### config.mk
export PLATFORM = sky130hd
export DESIGN_NAME = rps_sequencer
export DESIGN_NICKNAME = d
export VERILOG_FILES = /design/src/rps_pkg.sv /design/src/rps_sequencer.sv
export SDC_FILE = /design/constraint.sdc
export NUM_CORES = 1
export LEC_CHECK = 0
export BUFFER_PORTS_ARGS = -buffer_cell sky130_fd_sc_hd__buf_2
export CORE_AREA = 3 3 89 91
export CTS_BUF_LIST = sky130_fd_sc_hd__clkbuf_4
export DETAILED_ROUTE_END_ITERATION = 10
export DIE_AREA = 0 0 92 94
export SYNTH_ARGS = -nofsm -noshare
export SYNTH_HDL_FRONTEND = slang
export SYNTH_SLANG_ARGS = --single-unit
### constraint.sdc
create_clock -name mclk -period 3.1 [get_ports mclk]
set_input_delay 0.155 -clock mclk [delete_from_list [all_inputs] [get_ports mclk]]
set_output_delay 0.155 -clock mclk [all_outputs]
set_load 0.03 [all_outputs]
### src/rps_pkg.sv
// package for the regulator power sequencer: offsets, fields, reset values, timing
package rps_pkg;
	// register offsets
	localparam logic [7:0] OFS_REG7_OUTPUT_VOLTAGE_CODE = 8'h0A;
	localparam logic [7:0] OFS_REG7_SEQUENCE_SLOT = 8'h0E;
	localparam logic [7:0] OFS_SEQUENCER_CONTROL_STATUS = 8'h0F;
	// reset values
	localparam logic [7:0] RST_VOLTAGE_CODE = 8'h00;
	localparam logic [2:0] RST_SLOT_SELECT = 3'h0;
	localparam logic [1:0] RST_PERIOD_SELECT = 2'h0;
	// field positions in the control/status register
	localparam int POS_PERIOD = 6;
	localparam int POS_COMMAND = 4;
	localparam int POS_RUNNING = 3;
	localparam int POS_SLOT = 0;
	// command codes
	localparam logic [1:0] CMD_IDLE = 2'h0;
	localparam logic [1:0] CMD_POWER_UP = 2'h1;
	localparam logic [1:0] CMD_SHUTDOWN = 2'h2;
	localparam logic [1:0] CMD_IGNORED = 2'h3;
	// voltage code limits: 00 default, 01..0F reserved
	localparam logic [7:0] CODE_FIRST_VALID = 8'h10;
	localparam logic [2:0] SLOT_FIRST = 3'h1;
	localparam logic [2:0] SLOT_LAST = 3'h7;
	// timing
	localparam int CLK_FREQ_HZ = 40_000_000;
	localparam int SLOT_BASE_US = 500;
	localparam int SLOT_BASE_CYCLES = SLOT_BASE_US * (CLK_FREQ_HZ / 1_000_000);
	// sequencer states, gray along idle -> up -> idle
	typedef enum logic [1:0] {
		RPS_IDLE = 2'b00,
		RPS_UP = 2'b01,
		RPS_DOWN = 2'b10
	} rps_state_t;
endpackage : rps_pkg

### src/rps_sequencer.sv
// regulator power sequencer: registers, slot timer and regulator seven enable
// Operation
// - hold 8-bit voltage code; 1.500 V + (code-16)*8 mV, 00 default, 01-0F reserved.
// - slot select 000 leaves regulator seven to its manual enable bit.
// - slot select 1..7 enables regulator seven in that slot of power-up.
// - period field bits 7:6 gives 500 us, 1.0, 1.5, 2.0 ms slots.
// - writing command 01 starts power-up through slots ascending.
// - writing command 10 starts shutdown, slots descending ending with slot 1.
// - command 11 is ignored; 00 is the idle default.
// - command field self-clears to 00 and never reads back as written.
// - running flag in bit 3 is 1 from the start of the first slot (1 up, 7 down) while sequencing.
// - running flag stays set through all seven slots, empty or not.
// - current slot field bits 2:0 reads 1..7, or 000 when idle.
// - current slot field returns the slot in progress at read time.
module rps_sequencer #(
	parameter int SLOT_BASE = rps_pkg::SLOT_BASE_CYCLES
) (
	// clock and reset
	input wire logic mclk,
	input wire logic srst,
	// register port
	input wire logic reg_wr,
	input wire logic reg_rd,
	input wire logic [7:0] reg_addr,
	input wire logic [7:0] reg_wdata,
	output logic [7:0] reg_rdata,
	// regulator seven control
	input wire logic reg7_manual_enable,
	output logic reg7_enable,
	output logic [7:0] reg7_voltage_code,
	output logic reg7_code_reserved
);
	import rps_pkg::*;

	// the slot timer holds 20 bits, so a base count beyond a million cannot be served
	if (SLOT_BASE < 1 || SLOT_BASE > 1_000_000) begin : g_slot_base_bad
		$error("slot base count out of range");
	end

	typedef struct packed {
		logic [7:0] vcode;
		logic [2:0] slot_sel;
		logic [1:0] period;
		rps_state_t state;
		logic [2:0] slot;
		logic [1:0] mult;
		logic [19:0] tick;
		logic seq_en;
		logic [7:0] rdata;
		logic [22:0] dwell;
		logic per_moved;
	} rps_regs_t;

	rps_regs_t r;
	rps_regs_t next_r;
	logic running;
	logic slot_end;

	assign running = (r.state != RPS_IDLE);
	// a slot lasts (period+1) base periods of 500 us
	assign slot_end = (r.tick == 20'(SLOT_BASE - 1)) && (r.mult == r.period);

	////////////////////////////////////////////////////////////////////////
	// next-state logic
	always_comb begin
		next_r = r;
		if (reg_wr && reg_addr == OFS_REG7_OUTPUT_VOLTAGE_CODE) begin
			next_r.vcode = reg_wdata;
		end
		if (reg_wr && reg_addr == OFS_REG7_SEQUENCE_SLOT) begin
			next_r.slot_sel = reg_wdata[2:0];
		end
		if (reg_wr && reg_addr == OFS_SEQUENCER_CONTROL_STATUS) begin
			next_r.period = reg_wdata[POS_PERIOD +: 2];
		end
		// slot timer runs only while sequencing
		if (running) begin
			if (r.tick == 20'(SLOT_BASE - 1)) begin
				next_r.tick = '0;
				next_r.mult = (r.mult == r.period) ? 2'h0 : r.mult + 2'h1;
			end else begin
				next_r.tick = r.tick + 20'h1;
			end
		end
		// dwell count of the live slot, for the period check; a period write
		// while running voids that check for the rest of the slot
		if (r.state == RPS_IDLE || slot_end) begin
			next_r.dwell = '0;
			next_r.per_moved = 1'b0;
		end else begin
			next_r.dwell = r.dwell + 23'h1;
		end
		if (running && reg_wr && reg_addr == OFS_SEQUENCER_CONTROL_STATUS) begin
			next_r.per_moved = 1'b1;
		end
		case (r.state)
			RPS_IDLE: begin
				next_r.tick = '0;
				next_r.mult = 2'h0;
				next_r.slot = 3'h0;
				// command acts on write only, never stored
				if (reg_wr && reg_addr == OFS_SEQUENCER_CONTROL_STATUS) begin
					case (reg_wdata[POS_COMMAND +: 2])
						CMD_POWER_UP: begin
							next_r.state = RPS_UP;
							next_r.slot = SLOT_FIRST;
						end
						CMD_SHUTDOWN: begin
							next_r.state = RPS_DOWN;
							next_r.slot = SLOT_LAST;
						end
						default: begin
							next_r.state = RPS_IDLE;
						end
					endcase
				end
			end
			RPS_UP: begin
				// run all seven slots regardless of use
				if (slot_end) begin
					if (r.slot == SLOT_LAST) begin
						next_r.state = RPS_IDLE;
						next_r.slot = 3'h0;
					end else begin
						next_r.slot = r.slot + 3'h1;
					end
				end
			end
			RPS_DOWN: begin
				if (slot_end) begin
					if (r.slot == SLOT_FIRST) begin
						next_r.state = RPS_IDLE;
						next_r.slot = 3'h0;
					end else begin
						next_r.slot = r.slot - 3'h1;
					end
				end
			end
			default: begin
				next_r.state = RPS_IDLE;
				next_r.slot = 3'h0;
			end
		endcase
		// enable in the assigned power-up slot
		if (r.slot_sel != 3'h0 && r.state == RPS_UP && r.slot == r.slot_sel) begin
			next_r.seq_en = 1'b1;
		end
		// disable in the assigned shutdown slot
		if (r.slot_sel != 3'h0 && r.state == RPS_DOWN && r.slot == r.slot_sel) begin
			next_r.seq_en = 1'b0;
		end
		// read data, registered; unmapped offsets read zero
		next_r.rdata = 8'h00;
		if (reg_rd) begin
			case (reg_addr)
				OFS_REG7_OUTPUT_VOLTAGE_CODE: next_r.rdata = r.vcode;
				OFS_REG7_SEQUENCE_SLOT: next_r.rdata = {5'h00, r.slot_sel};
				// running flag; slot; slot live at read
				OFS_SEQUENCER_CONTROL_STATUS: next_r.rdata = {r.period, CMD_IDLE, running, r.slot};
				default: next_r.rdata = 8'h00;
			endcase
		end
	end

	////////////////////////////////////////////////////////////////////////
	// state register
	always_ff @(posedge mclk) begin
		if (srst) begin
			r <= '{vcode: RST_VOLTAGE_CODE, slot_sel: RST_SLOT_SELECT, period: RST_PERIOD_SELECT,
				state: RPS_IDLE, slot: 3'h0, mult: 2'h0, tick: 20'h0, seq_en: 1'b0, rdata: 8'h00,
				dwell: 23'h0, per_moved: 1'b0};
		end else begin
			r <= next_r;
		end
	end

	////////////////////////////////////////////////////////////////////////
	// outputs
	// slot 000 hands control to the manual bit
	assign reg7_enable = (r.slot_sel == 3'h0) ? reg7_manual_enable : r.seq_en;
	assign reg7_voltage_code = r.vcode;
	// flag reserved codes so the analog side keeps its default
	assign reg7_code_reserved = (r.vcode != 8'h00) && (r.vcode < CODE_FIRST_VALID);
	assign reg_rdata = r.rdata;

	////////////////////////////////////////////////////////////////////////
	// assertions
	// power-up start
	AST_UP_START: assert property (@(posedge mclk) disable iff (srst)
		(r.state == RPS_IDLE && reg_wr && reg_addr == OFS_SEQUENCER_CONTROL_STATUS
		&& reg_wdata[5:4] == CMD_POWER_UP) |=> (r.state == RPS_UP && r.slot == 3'h1))
		else $error("power-up did not start in slot 1");

	AST_DOWN_START: assert property (@(posedge mclk) disable iff (srst)
		(r.state == RPS_IDLE && reg_wr && reg_addr == OFS_SEQUENCER_CONTROL_STATUS
		&& reg_wdata[5:4] == CMD_SHUTDOWN) |=> (r.state == RPS_DOWN && r.slot == 3'h7))
		else $error("shutdown did not start in slot 7");

	AST_IGNORE_11: assert property (@(posedge mclk) disable iff (srst)
		(r.state == RPS_IDLE && reg_wr && reg_addr == OFS_SEQUENCER_CONTROL_STATUS
		&& reg_wdata[5:4] == CMD_IGNORED) |=> r.state == RPS_IDLE)
		else $error("command 11 started a sequence");

	AST_IDLE_STAYS: assert property (@(posedge mclk) disable iff (srst)
		(r.state == RPS_IDLE && !(reg_wr && reg_addr == OFS_SEQUENCER_CONTROL_STATUS
		&& (reg_wdata[5:4] == CMD_POWER_UP || reg_wdata[5:4] == CMD_SHUTDOWN))) |=> r.state == RPS_IDLE)
		else $error("sequence started without a start command");

	AST_CMD_READS_ZERO: assert property (@(posedge mclk) disable iff (srst)
		$past(reg_rd) && $past(reg_addr) == OFS_SEQUENCER_CONTROL_STATUS |-> reg_rdata[5:4] == 2'h0)
		else $error("command field read back nonzero");

	AST_RUN_MATCHES_SLOT: assert property (@(posedge mclk) disable iff (srst)
		running == (r.slot != 3'h0))
		else $error("running flag and slot disagree");

	AST_STATUS_RUNNING: assert property (@(posedge mclk) disable iff (srst)
		(reg_rd && reg_addr == OFS_SEQUENCER_CONTROL_STATUS) |=> reg_rdata[3] == $past(running))
		else $error("running flag read is not the live state");

	AST_UP_STEP: assert property (@(posedge mclk) disable iff (srst)
		(r.state == RPS_UP && slot_end && r.slot != 3'h7) |=> (r.state == RPS_UP && r.slot == $past(r.slot) + 3'h1))
		else $error("power-up skipped a slot");

	AST_UP_END: assert property (@(posedge mclk) disable iff (srst)
		(r.state == RPS_UP && slot_end && r.slot == 3'h7) |=> (r.state == RPS_IDLE && r.slot == 3'h0))
		else $error("power-up did not finish after slot 7");

	AST_DOWN_END: assert property (@(posedge mclk) disable iff (srst)
		(r.state == RPS_DOWN && slot_end && r.slot == 3'h1) |=> r.state == RPS_IDLE)
		else $error("shutdown did not finish after slot 1");

	AST_DOWN_STEP: assert property (@(posedge mclk) disable iff (srst)
		(r.state == RPS_DOWN && slot_end && r.slot != 3'h1)
		|=> (r.state == RPS_DOWN && r.slot == $past(r.slot) - 3'h1))
		else $error("shutdown skipped a slot");

	AST_BUSY_KEEPS_RUN: assert property (@(posedge mclk) disable iff (srst)
		(running && !slot_end) |=> (r.state == $past(r.state)))
		else $error("sequence left its state before the slot ended");

	AST_SLOT_HOLD: assert property (@(posedge mclk) disable iff (srst)
		(running && !slot_end) |=> $stable(r.slot))
		else $error("slot moved before its period ran out");

	AST_SLOT_READ: assert property (@(posedge mclk) disable iff (srst)
		(reg_rd && reg_addr == OFS_SEQUENCER_CONTROL_STATUS) |=> reg_rdata[2:0] == $past(r.slot))
		else $error("slot read is not the live slot");

	AST_RDATA_QUIET: assert property (@(posedge mclk) disable iff (srst)
		!$past(reg_rd) |-> reg_rdata == 8'h00)
		else $error("read data present without a read");

	AST_MANUAL: assert property (@(posedge mclk) disable iff (srst)
		r.slot_sel == 3'h0 |-> reg7_enable == reg7_manual_enable)
		else $error("manual enable not followed");

	AST_UP_ENABLE: assert property (@(posedge mclk) disable iff (srst)
		(r.state == RPS_UP && r.slot_sel != 3'h0 && r.slot == r.slot_sel) |=> reg7_enable)
		else $error("regulator not enabled in its slot");

	AST_DOWN_DISABLE: assert property (@(posedge mclk) disable iff (srst)
		(r.state == RPS_DOWN && r.slot_sel != 3'h0 && r.slot == r.slot_sel) |=> !reg7_enable)
		else $error("regulator not disabled in its slot");

	AST_SLOT_SEL_WRITE: assert property (@(posedge mclk) disable iff (srst)
		(reg_wr && reg_addr == OFS_REG7_SEQUENCE_SLOT) |=> r.slot_sel == $past(reg_wdata[2:0]))
		else $error("slot select write lost");

	AST_PERIOD_WRITE: assert property (@(posedge mclk) disable iff (srst)
		(reg_wr && reg_addr == OFS_SEQUENCER_CONTROL_STATUS) |=> r.period == $past(reg_wdata[7:6]))
		else $error("period write lost");

	AST_PERIOD: assert property (@(posedge mclk) disable iff (srst)
		(running && slot_end && !r.per_moved) |-> r.dwell == 23'((r.period + 3'h1) * SLOT_BASE - 1))
		else $error("slot length does not match the period code");

	AST_VCODE_WRITE: assert property (@(posedge mclk) disable iff (srst)
		(reg_wr && reg_addr == OFS_REG7_OUTPUT_VOLTAGE_CODE) |=> reg7_voltage_code == $past(reg_wdata))
		else $error("voltage code write lost");

	AST_CODE_RESERVED: assert property (@(posedge mclk) disable iff (srst)
		reg7_code_reserved == (r.vcode[7:4] == 4'h0 && r.vcode != 8'h00))
		else $error("reserved flag disagrees with code");
endmodule : rps_sequencer

==> results of run 1 <==
==> worst max-delay path by stage <==
| stage | endpoint | slack, ps | depth (start not counted) |
|---|---|---|---|
| 6_report | r[49] | 1000 | 5 |
| 5_1_grt | r[51] | 780 | 5 |
| 4_1_cts | r[49] | 980 | 5 |
| 3_5_place_dp | r[51] | 1020 | 5 |
| 3_3_place_gp | r[51] | 1070 | 5 |
| 2_1_floorplan | r[49] | 1180 | 6 |
==> registers in the layout, indices dropped and copies added (netlist names) <==
signal / count
r: 33
reg7_voltage_code: 8
reg_rdata: 8
==> through the flow <==
step	setup WS [ps]	total power, mW	hold slack [ps]	std cells
after detailed placement	1020	0.689	413	400
after floorplan	1180	0.667	232	288
after CTS	977	0.966	24.9	407
after global routing	779	0.990	29.2	407
after global placement	1070	0.689	394	400
final	1000	0.951	33.5	407
==> power breakdown <==
group | internal, mW | leakage [nW] | switching [mW]
Sequential | 0.632 | 0.395 | 0.00161
Clock | 0.0819 | 0.0247 | 0.195
Combinational | 0.0170 | 0.670 | 0.0238
==> layer usage <==
| layer | share of wire, % | vias up |
|---|---|---|
| met4 | 0.86 | 0 |
| met2 | 47 | 21 |
| li1 | - | 1054 |
| met1 | 50 | 945 |
| met3 | 2.6 | 5 |
| met5 | 0 | - |
==> cell families after synthesis <==
kind of cell	share of synthesized area [%]
AOI/OAI and AO/OA	13.3
xor gates and xnor gates	4.21
adders and majority gates	3.51
buffers and inverters	8.42
DFF	39.3
muxes	6.82
and+or+nand+nor	24.5
==> final cells by class <==
type	count	share of cell area, %
Multi-Input combinational cell	202	48.4
Sequential cell	49	36.4
Timing Repair Buffer	39	7.33
Tap cell	99	4.59
Inverter	11	1.53
Clock buffer	5	1.39
Clock inverter	2	0.417
==> cells in the final DEF, fill, tap and decap left out, types with 2 or more instances in the layout <==
cell type / instances
nor4b_1: 2
ha_1: 7
o21ai_0: 12
a22oi_1: 3
and3_1: 3
or2_2: 3
dfxtp_1: 49
inv_1: 11
and2_1: 2
a21oi_1: 19
xnor2_1: 8
nor2_1: 40
buf_2: 38
nor3_1: 2
nand3_1: 8
nand4_1: 5
nor3b_1: 3
a211oi_1: 7
nand2_1: 13
a31oi_1: 2
and4_1: 3
nor2b_1: 2
clkbuf_4: 5
nand2b_1: 3
or3_2: 3
a21o_1: 2
nor4_1: 4
mux2i_1: 17
or3_1: 4
or4_1: 4
o31ai_1: 3
xor2_1: 4
==> tightest hold or removal path, delay by kind of cell <==
family	cells	cell delay [ps]
buffers and inverters	1	90
AND/OR/NAND/NOR	1	70
multiplexers	1	60
==> results.md, run 1 <==
- Final TNS setup: 0 ps
- Commonest cells in the netlist: dfxtp_1 (49), nor2_1 (40), a21oi_1 (19)
- DR pass1 iterations: 4
- Final wirelength: around 5000 µm
- First-pass GRT wire length: 8630 µm
- Startpoint types: register
- Area share of the largest cell type after synthesis: 39.3%
- Hold depth: 3
- Synth unique cells: 49
- GR Layer Usage met1: 16.4%
- Final hold viol count: 0
- Slew margin rel.: 58.4%
- Post-DP HPWL: between 3000 and 4000 µm
- WP data arrival: roughly 2400 ps
- Power per cell area: around 350 mW/mm²
- CTS tree: yes
- CP bufs+invs: 0
- VDD IR max: 154 µV
- Clock-pin slew on the worst setup and hold paths: 150 ps
- Largest net degree at the start of global routing: 21
- Crit-path max cell delay: 690 ps
- Vias in the first global route: approximately 1,900
- Synth-to-Final Area Change: 8.07%
- Initial antenna violation count: 0
- Drt wl/cell: 12.3 µm
- Final instance area: 0.00270 mm²
- Routing usage on met2: 19.2%
- Nets@finish: 336
- Yosys top cell by area: dfxtp_1
- Fin crit share: between 60% and 70%
- Cell Area, Synth: 0.00250 mm²
- Via count: about 2,000
- # rows: 31
- CP Cell Sequence: ha_1 -> nand3_1 -> or4_1 -> or3_1 -> a21oi_1
- Count leader, synth: dfxtp_1
- Achievable clock frequency: 477 MHz
- Worst slew pin tran: 625 ps
- Top_reg_cell synth: dfxtp_1
- Port bufs: 38
- Max stage delay cell, worst path: or4_1
- Crit end category: register
- Critical path class: register to register
- FF-to-FF Start: r[33]
- Min-Delay Endpoint: r[62]
- Gr busiest metal: met2
- CP Max Fanout: 9
- Post-layout util: 37.4%
- Status: complete, no violations
- Worst r2r path cells: 5
- Synth Net Count: approximately 320
- Asr flop ratio synth: 0%
- Post-DP Area: 0.00265 mm²
- Worst Hold Launch: reg_wdata[0]
- Sink Count: 49
- Final ANT Viol Nets: 0
- Maxcap violations: 0
- DRC Markers: 0
- Die width: just over 90 µm
- Clock skew: 14.0 ps
- RSZ-0062 raised after global routing: no
- TritonCTS buffer count: 5
- Multi-input logic area: roughly 0.0013 mm²
- Sequential cell area: 981 µm²
- Fillers: 769
- GPL Wtd Cong: 0.784
- Leak pwr: between 1 and 1.5 nW
- Crit path from: r[33]
- Starting Density: 34.6%
- Met3 Use GR: 2.80%
- CTS Root Cell: clkbuf_4
- Synth Register Bits: 49
- Post-CTS Setup Inserts: 0
- Final setup vio count: 0
- Hold WC Path Type: input port to register
- Die Area: 0.00865 mm²
- Die Span Y: 94 µm
- CTS Hold Buffers Added: 0
- Diode count: 0
- Clock Tree Buf Depth: 2
- Post-CTS resize count: 0
- Max-slew violations: 0
- Largest cells by area after synthesis: dfxtp_1 (39%), mux2i_1 (6.8%), nor2_1 (6.0%), buf_4 (4.8%), a21oi_1 (3.8%)
- Sequential area share after synthesis: 39.3%
- Warnings, synthesis: 0
- Total Routing Usage GR: 12.1%
- Drt initial violations: 103
- Worst skew pair latency: approximately 360 ps
- Minimum clock period: 2100 ps
- Number of synthesized flops with an enable pin: 0
- FF-to-FF setup slack: approximately 1000 ps
- CP delay by family, top: simple AND/OR/NAND/NOR gates
- Reg2reg end: r[49]
- Core ar.: 0.00721 mm²
- Critical Path RT: 3380 ps
- Avg Cell Area, Syn: between 8 and 9 µm²
- Num ports: 39
- H-tree levels: 2
- Vias per cell: approximately 5
- Post-synthesis cell count: around 290
- Layout cells sized above 1: 18.2%
- Gr ovfl total: 0
Note: power is estimated with default switching activity, not from simulation.
==> run 2, diff against run 1 <==
==> constraint.sdc (replaced) <==
create_clock -name mclk -period 2.12 [get_ports mclk]
set_input_delay 0.106 -clock mclk [delete_from_list [all_inputs] [get_ports mclk]]
set_output_delay 0.106 -clock mclk [all_outputs]
set_load 0.03 [all_outputs]
==> results.md, run 2 (synthesized netlist as in run 1, its figures left out) <==
- Status: complete, no violations (unchanged)
- Starting Density: 34.6% (unchanged)
- # rows: 31 (unchanged)
- Sequential cell area: 981 µm² (unchanged)
- CTS Root Cell: clkbuf_4 (unchanged)
- Power per cell area: 499 mW/mm² (was 353 mW/mm²)
- Critical Path RT: 2410 ps (was 3380 ps)
- Num ports: 39 (unchanged)
- Crit path from: r[38] (was r[33])
- Worst slew pin tran: 669 ps (was 625 ps)
- Clock Tree Buf Depth: 2 (unchanged)
- Initial antenna violation count: 0 (unchanged)
- Reg2reg end: r[50] (was r[49])
- H-tree levels: 2 (unchanged)
- Sink Count: 49 (unchanged)
- TritonCTS buffer count: 5 (unchanged)
- Layout cells sized above 1: 18.8% (was 18.2%)
- Most common cell after layout, fill and taps aside: dfxtp_1 (unchanged)
- Startpoint types: register (unchanged)
- Clock skew: 9.84 ps (was 14.0 ps)
- Minimum clock period: 1910 ps (was 2100 ps)
- Drt initial violations: 96 (was 103)
- Hold WC Path Type: input port to register (unchanged)
- Fin crit share: 90.2% (was 67.6%)
- Die width: 92 µm (unchanged)
- Worst skew pair latency: 360 ps (about the same)
- Vias in the first global route: 1,967 (was 1,906)
- WP data arrival: 2200 ps (was 2380 ps)
- Synth-to-Final Area Change: 12.2% (was 8.07%)
- RSZ-0062 raised after global routing: no (unchanged)
- Multi-input logic area: 0.00131 mm² (unchanged)
- FF-to-FF Start: r[38] (was r[33])
- Largest net degree at the start of global routing: 21 (unchanged)
- Post-DP Area: 0.00269 mm² (was 0.00265 mm²)
- Drt wl/cell: 12.6 µm (was 12.3 µm)
- Diode count: 0 (unchanged)
- Final hold viol count: 0 (unchanged)
- Max reg flops: 33 (unchanged)
- Critical path class: register to register (unchanged)
- Worst r2r path cells: 4 (was 5)
- Final wirelength: 5270 µm (was 5010 µm)
- VDD IR max: 191 µV (was 154 µV)
- Die Area: 0.00865 mm² (unchanged)
- Post-CTS Setup Inserts: 0 (unchanged)
- Vias per cell: 5.01 (was 4.98)
- Final instance area: 0.00280 mm² (was 0.00270 mm²)
- Clock-pin slew on the worst setup and hold paths: 130 ps (was 150 ps)
- Core ar.: 0.00721 mm² (unchanged)
- Die Span Y: 94 µm (unchanged)
- Achievable clock frequency: 523 MHz (was 477 MHz)
- Crit end category: register (unchanged)
- Total Routing Usage GR: 12.5% (was 12.1%)
- Port bufs: 38 (unchanged)
- Nets@finish: 346 (was 336)
- Final ANT Viol Nets: 0 (unchanged)
- Maxcap violations: 0 (unchanged)
- First-pass GRT wire length: 8970 µm (was 8630 µm)
- Final TNS setup: 0 ps (unchanged)
- Fillers: 782 (was 769)
- Max-slew violations: 0 (unchanged)
- Via count: 2,096 (was 2,025)
- Post-DP HPWL: 4010 µm (was 3850 µm)
- Gr ovfl total: 0 (unchanged)
- Final setup vio count: 0 (unchanged)
- Slew margin rel.: 55.3% (was 58.4%)
- DR pass1 iterations: 4 (unchanged)
- CTS tree: yes (unchanged)
- DRC Markers: 0 (unchanged)
- Crit path capture: r[50] (was r[49])
- Leak pwr: 1.14 nW (was 1.09 nW)
- Largest Register: r (unchanged)
- Most frequent cells in the layout: dfxtp_1 (49), nor2_1 (40), buf_2 (38) (unchanged)
- FF-to-FF setup slack: 210 ps (was 1000 ps)
- Post-CTS resize count: 0 (unchanged)
- GPL Wtd Cong: 0.830 (was 0.784)
- CTS Hold Buffers Added: 6 (was 0)
- CP Max Fanout: 11 (was 9)
- Hold depth: 2 (was 3)
[run 2: layout make-up]
| cell class | count | share of cell area, % |
|---|---|---|
| Clock buffer | 5 | 1.34 |
| Tap cell | 99 | 4.42 |
| Sequential cell | 49 | 35.0 |
| Timing Repair Buffer | 49 | 10.7 |
| Clock inverter | 3 | 0.447 |
| Multi-Input combinational cell | 202 | 46.6 |
| Inverter | 11 | 1.47 |
[run 2: worst min-delay path by stage]
stage	start	end	slack, ps
after floorplan	reg_addr[0]	reg_rdata[4]	180
after global routing	reg_addr[0]	reg_rdata[5]	20
after detailed placement	reg_wdata[1]	r[63]	360
after global placement	reg_wdata[3]	reg7_voltage_code[3]	350
final	reg_addr[0]	reg_rdata[4]	30
after CTS	reg_addr[0]	reg_rdata[4]	1
[run 2: critical path, stage by stage, from the launching register on]
cell and delay (ps):
dfxtp_1 440, nand4_2 160, or4b_4 620, or4_1 480
a21oi_1 150
[run 2: per-stage QoR]
step	hold slack [ps]	instances	power (mW)	setup WS, ps	util [%]
global route	18.2	418	1.46	79.5	38.8
detailed placement	365	404	1.01	220	37.3
finish	27.4	418	1.40	207	38.8
global placement	346	404	1.01	283	37.3
CTS	1.35	418	1.42	202	38.8
floorplan	183	288	0.975	201	-
[run 2: routing by layer]
layer / track usage [%] / wire length (µm)
met1: 16.0 / 2480
met2: 21.4 / 2610
met3: 2.16 / 136
met4: 4.08 / 46
met5: 0 / 0
[run 2: report_power, final]
| group | switching, mW | total (mW) | internal (mW) | leakage (nW) |
|---|---|---|---|---|
| registers | 0.00168 | 0.926 | 0.924 | 0.395 |
| logic | 0.0376 | 0.0695 | 0.0320 | 0.718 |
| clock network | 0.283 | 0.403 | 0.121 | 0.0300 |
| total | 0.322 | 1.40 | 1.08 | 1.14 |
==> run 3, diff against run 2 <==
--- a/config.mk
+++ b/config.mk
@@ -6,10 +6,10 @@
 export NUM_CORES = 1
 export LEC_CHECK = 0
 export BUFFER_PORTS_ARGS = -buffer_cell sky130_fd_sc_hd__buf_2
-export CORE_AREA = 3 3 89 91
-export CTS_BUF_LIST = sky130_fd_sc_hd__clkbuf_4
+export CORE_AREA = 3 3 109 111
+export CTS_BUF_LIST = sky130_fd_sc_hd__clkbuf_16
 export DETAILED_ROUTE_END_ITERATION = 10
-export DIE_AREA = 0 0 92 94
+export DIE_AREA = 0 0 112 114
 export SYNTH_ARGS = -nofsm -noshare
 export SYNTH_HDL_FRONTEND = slang
 export SYNTH_SLANG_ARGS = --single-unit
==> results.md, run 3 (synthesized netlist as in run 1, its figures left out) <==
- Post-DP HPWL: 4160 µm (was 4010 µm)
- Final instance area: 0.00290 mm² (was 0.00280 mm²)
- Drt initial violations: 97 (was 96)
- CP Cell Sequence: nand4_2 -> or4b_4 -> or4_1 -> a21oi_1 (unchanged)
- Port bufs: 38 (unchanged)
- Max-slew violations: 0 (unchanged)
- Setup WS pre-CTS: 212 ps (was 220 ps)
- Slew margin rel.: 61.1% (was 55.3%)
- TritonCTS buffer count: 5 (unchanged)
- Num ports: 39 (unchanged)
- Diode count: 0 (unchanged)
- Hold WC Path Type: input port to register (unchanged)
- Achievable clock frequency: 518 MHz (was 523 MHz)
- Die Area: 0.0128 mm² (was 0.00865 mm²)
- CP Max Fanout: 11 (unchanged)
- Largest net degree at the start of global routing: 21 (unchanged)
- Post-DP Area: 0.00274 mm² (was 0.00269 mm²)
- Most common cell after layout, fill and taps aside: dfxtp_1 (unchanged)
- CTS Hold Buffers Added: 0 (was 6)
- Power per cell area: 639 mW/mm² (was 499 mW/mm²)
- DRC Markers: 0 (unchanged)
- Die width: 112 µm (was 92 µm)
- Gr ovfl total: 0 (unchanged)
- Minimum clock period: 1930 ps (was 1910 ps)
- Final wirelength: 5410 µm (was 5270 µm)
- Critical path class: register to register (unchanged)
- CTS tree: yes (unchanged)
- Layout cells sized above 1: 19.4% (was 18.8%)
- Worst slew pin tran: 582 ps (was 669 ps)
- CP delay by family, top: simple AND/OR/NAND/NOR gates (unchanged)
- DR pass1 iterations: 4 (unchanged)
- Core ar.: 0.0109 mm² (was 0.00721 mm²)
- # rows: 38 (was 31)
- Die Span Y: 114 µm (was 94 µm)
- Sink Count: 49 (unchanged)
- Final hold viol count: 0 (unchanged)
- Crit end category: register (unchanged)
- CP bufs+invs: 0 (unchanged)
- VDD IR max: 343 µV (was 191 µV)
- Fillers: 1,160 (was 782)
- Starting Density: 22.9% (was 34.6%)
- Leak pwr: 1.17 nW (was 1.14 nW)
- Drt wl/cell: 11.9 µm (was 12.6 µm)
- Largest Register: r (unchanged)
- Total Routing Usage GR: 8.32% (was 12.5%)
- Max reg flops: 33 (unchanged)
- Post-CTS resize count: 0 (unchanged)
- Status: complete, no violations (unchanged)
- WP data arrival: 2140 ps (was 2200 ps)
- Worst skew pair latency: 280 ps (was 360 ps)
- Placed cells: 446 (was 404)
- Most frequent cells in the layout: dfxtp_1 (49), nor2_1 (40), buf_2 (38) (unchanged)
- Final ANT Viol Nets: 0 (unchanged)
- Vias per cell: 4.53 (was 5.01)
- Final setup margin: 191 ps (was 207 ps)
- Final TNS setup: 0 ps (unchanged)
- H-tree levels: 2 (unchanged)
- Clock-pin slew on the worst setup and hold paths: 60 ps (was 130 ps)
- Final setup vio count: 0 (unchanged)
- Maxcap violations: 0 (unchanged)
- Max stage delay cell, worst path: or4b_4 (unchanged)
- Startpoint types: register (unchanged)
- RSZ-0062 raised after global routing: no (unchanged)
- Post-CTS Setup Inserts: 0 (unchanged)
- Multi-input logic area: 0.00131 mm² (unchanged)
- Final Instance Count excl. Fillers: 454 (was 418)
- Synth-to-Final Area Change: 16.2% (was 12.2%)
- First-pass GRT wire length: 8830 µm (was 8970 µm)
- Initial antenna violation count: 0 (unchanged)
- CTS Root Cell: clkbuf_16 (was clkbuf_4)
- Clock Tree Buf Depth: 2 (unchanged)
- Clock skew: 7.45 ps (was 9.84 ps)
- Min Hold Slack: 54.7 ps (was 27.4 ps)
- Post-layout util: 26.6% (was 38.8%)
- Fin crit share: 91.0% (was 90.2%)
- Via count: 2,058 (was 2,096)
- GPL Wtd Cong: 0.770 (was 0.830)
- Critical Path RT: 2330 ps (was 2410 ps)
- Total Power: 1.85 mW (was 1.40 mW)
- Crit-path max cell delay: 620 ps (about the same)
- Vias in the first global route: 1,935 (was 1,967)
- Nets@finish: 341 (was 346)
- Sequential cell area: 981 µm² (unchanged)
## run 3: changes by cell type in the layout (fill, tap and decap cells not counted), sizes merged
cell	delta
buf	+1
inv	+1
clkinv	-2
bufinv	+1
dlygate4sd3	-6
## run 3: path summary, 6_finish.rpt
| check | startpoint | cells after the start | slack, ps | end |
|---|---|---|---|---|
| max reg2reg | r[37] | 4 | 190 | r[50] |
| max | r[37] | 4 | 190 | r[50] |
| min reg2reg | r[33] | 1 | 460 | r[33] |
| min | reg_wdata[3] | 3 | 50 | reg7_voltage_code[3] |
## run 3: power by group
part / switching (mW) / internal, mW
combinational: 0.0366 / 0.0250
sequential: 0.00175 / 0.924
clock: 0.318 / 0.548
## run 3: layer usage
| layer | global-route usage (%) | vias up | part of all wire, % |
|---|---|---|---|
| met5 | 0 | - | 0 |
| met4 | 3.93 | 0 | 1.6 |
| met3 | 1.96 | 4 | 2.7 |
| met2 | 13.7 | 25 | 47 |
| met1 | 10.3 | 970 | 48 |
| li1 | - | 1059 | - |
## run 3: worst min-delay path: stages
cell,delay (ps)
buf_2,70
mux2i_1,50
nor2_1,70
## run 3: cell type report
class	instances	share of cell area, %
clock buffer	5	4.31
clock inverter	3	1.29
inverter	11	1.42
multi-input combinational	202	45.0
sequential	49	33.8
tap	140	6.04
timing repair buffer	44	8.11
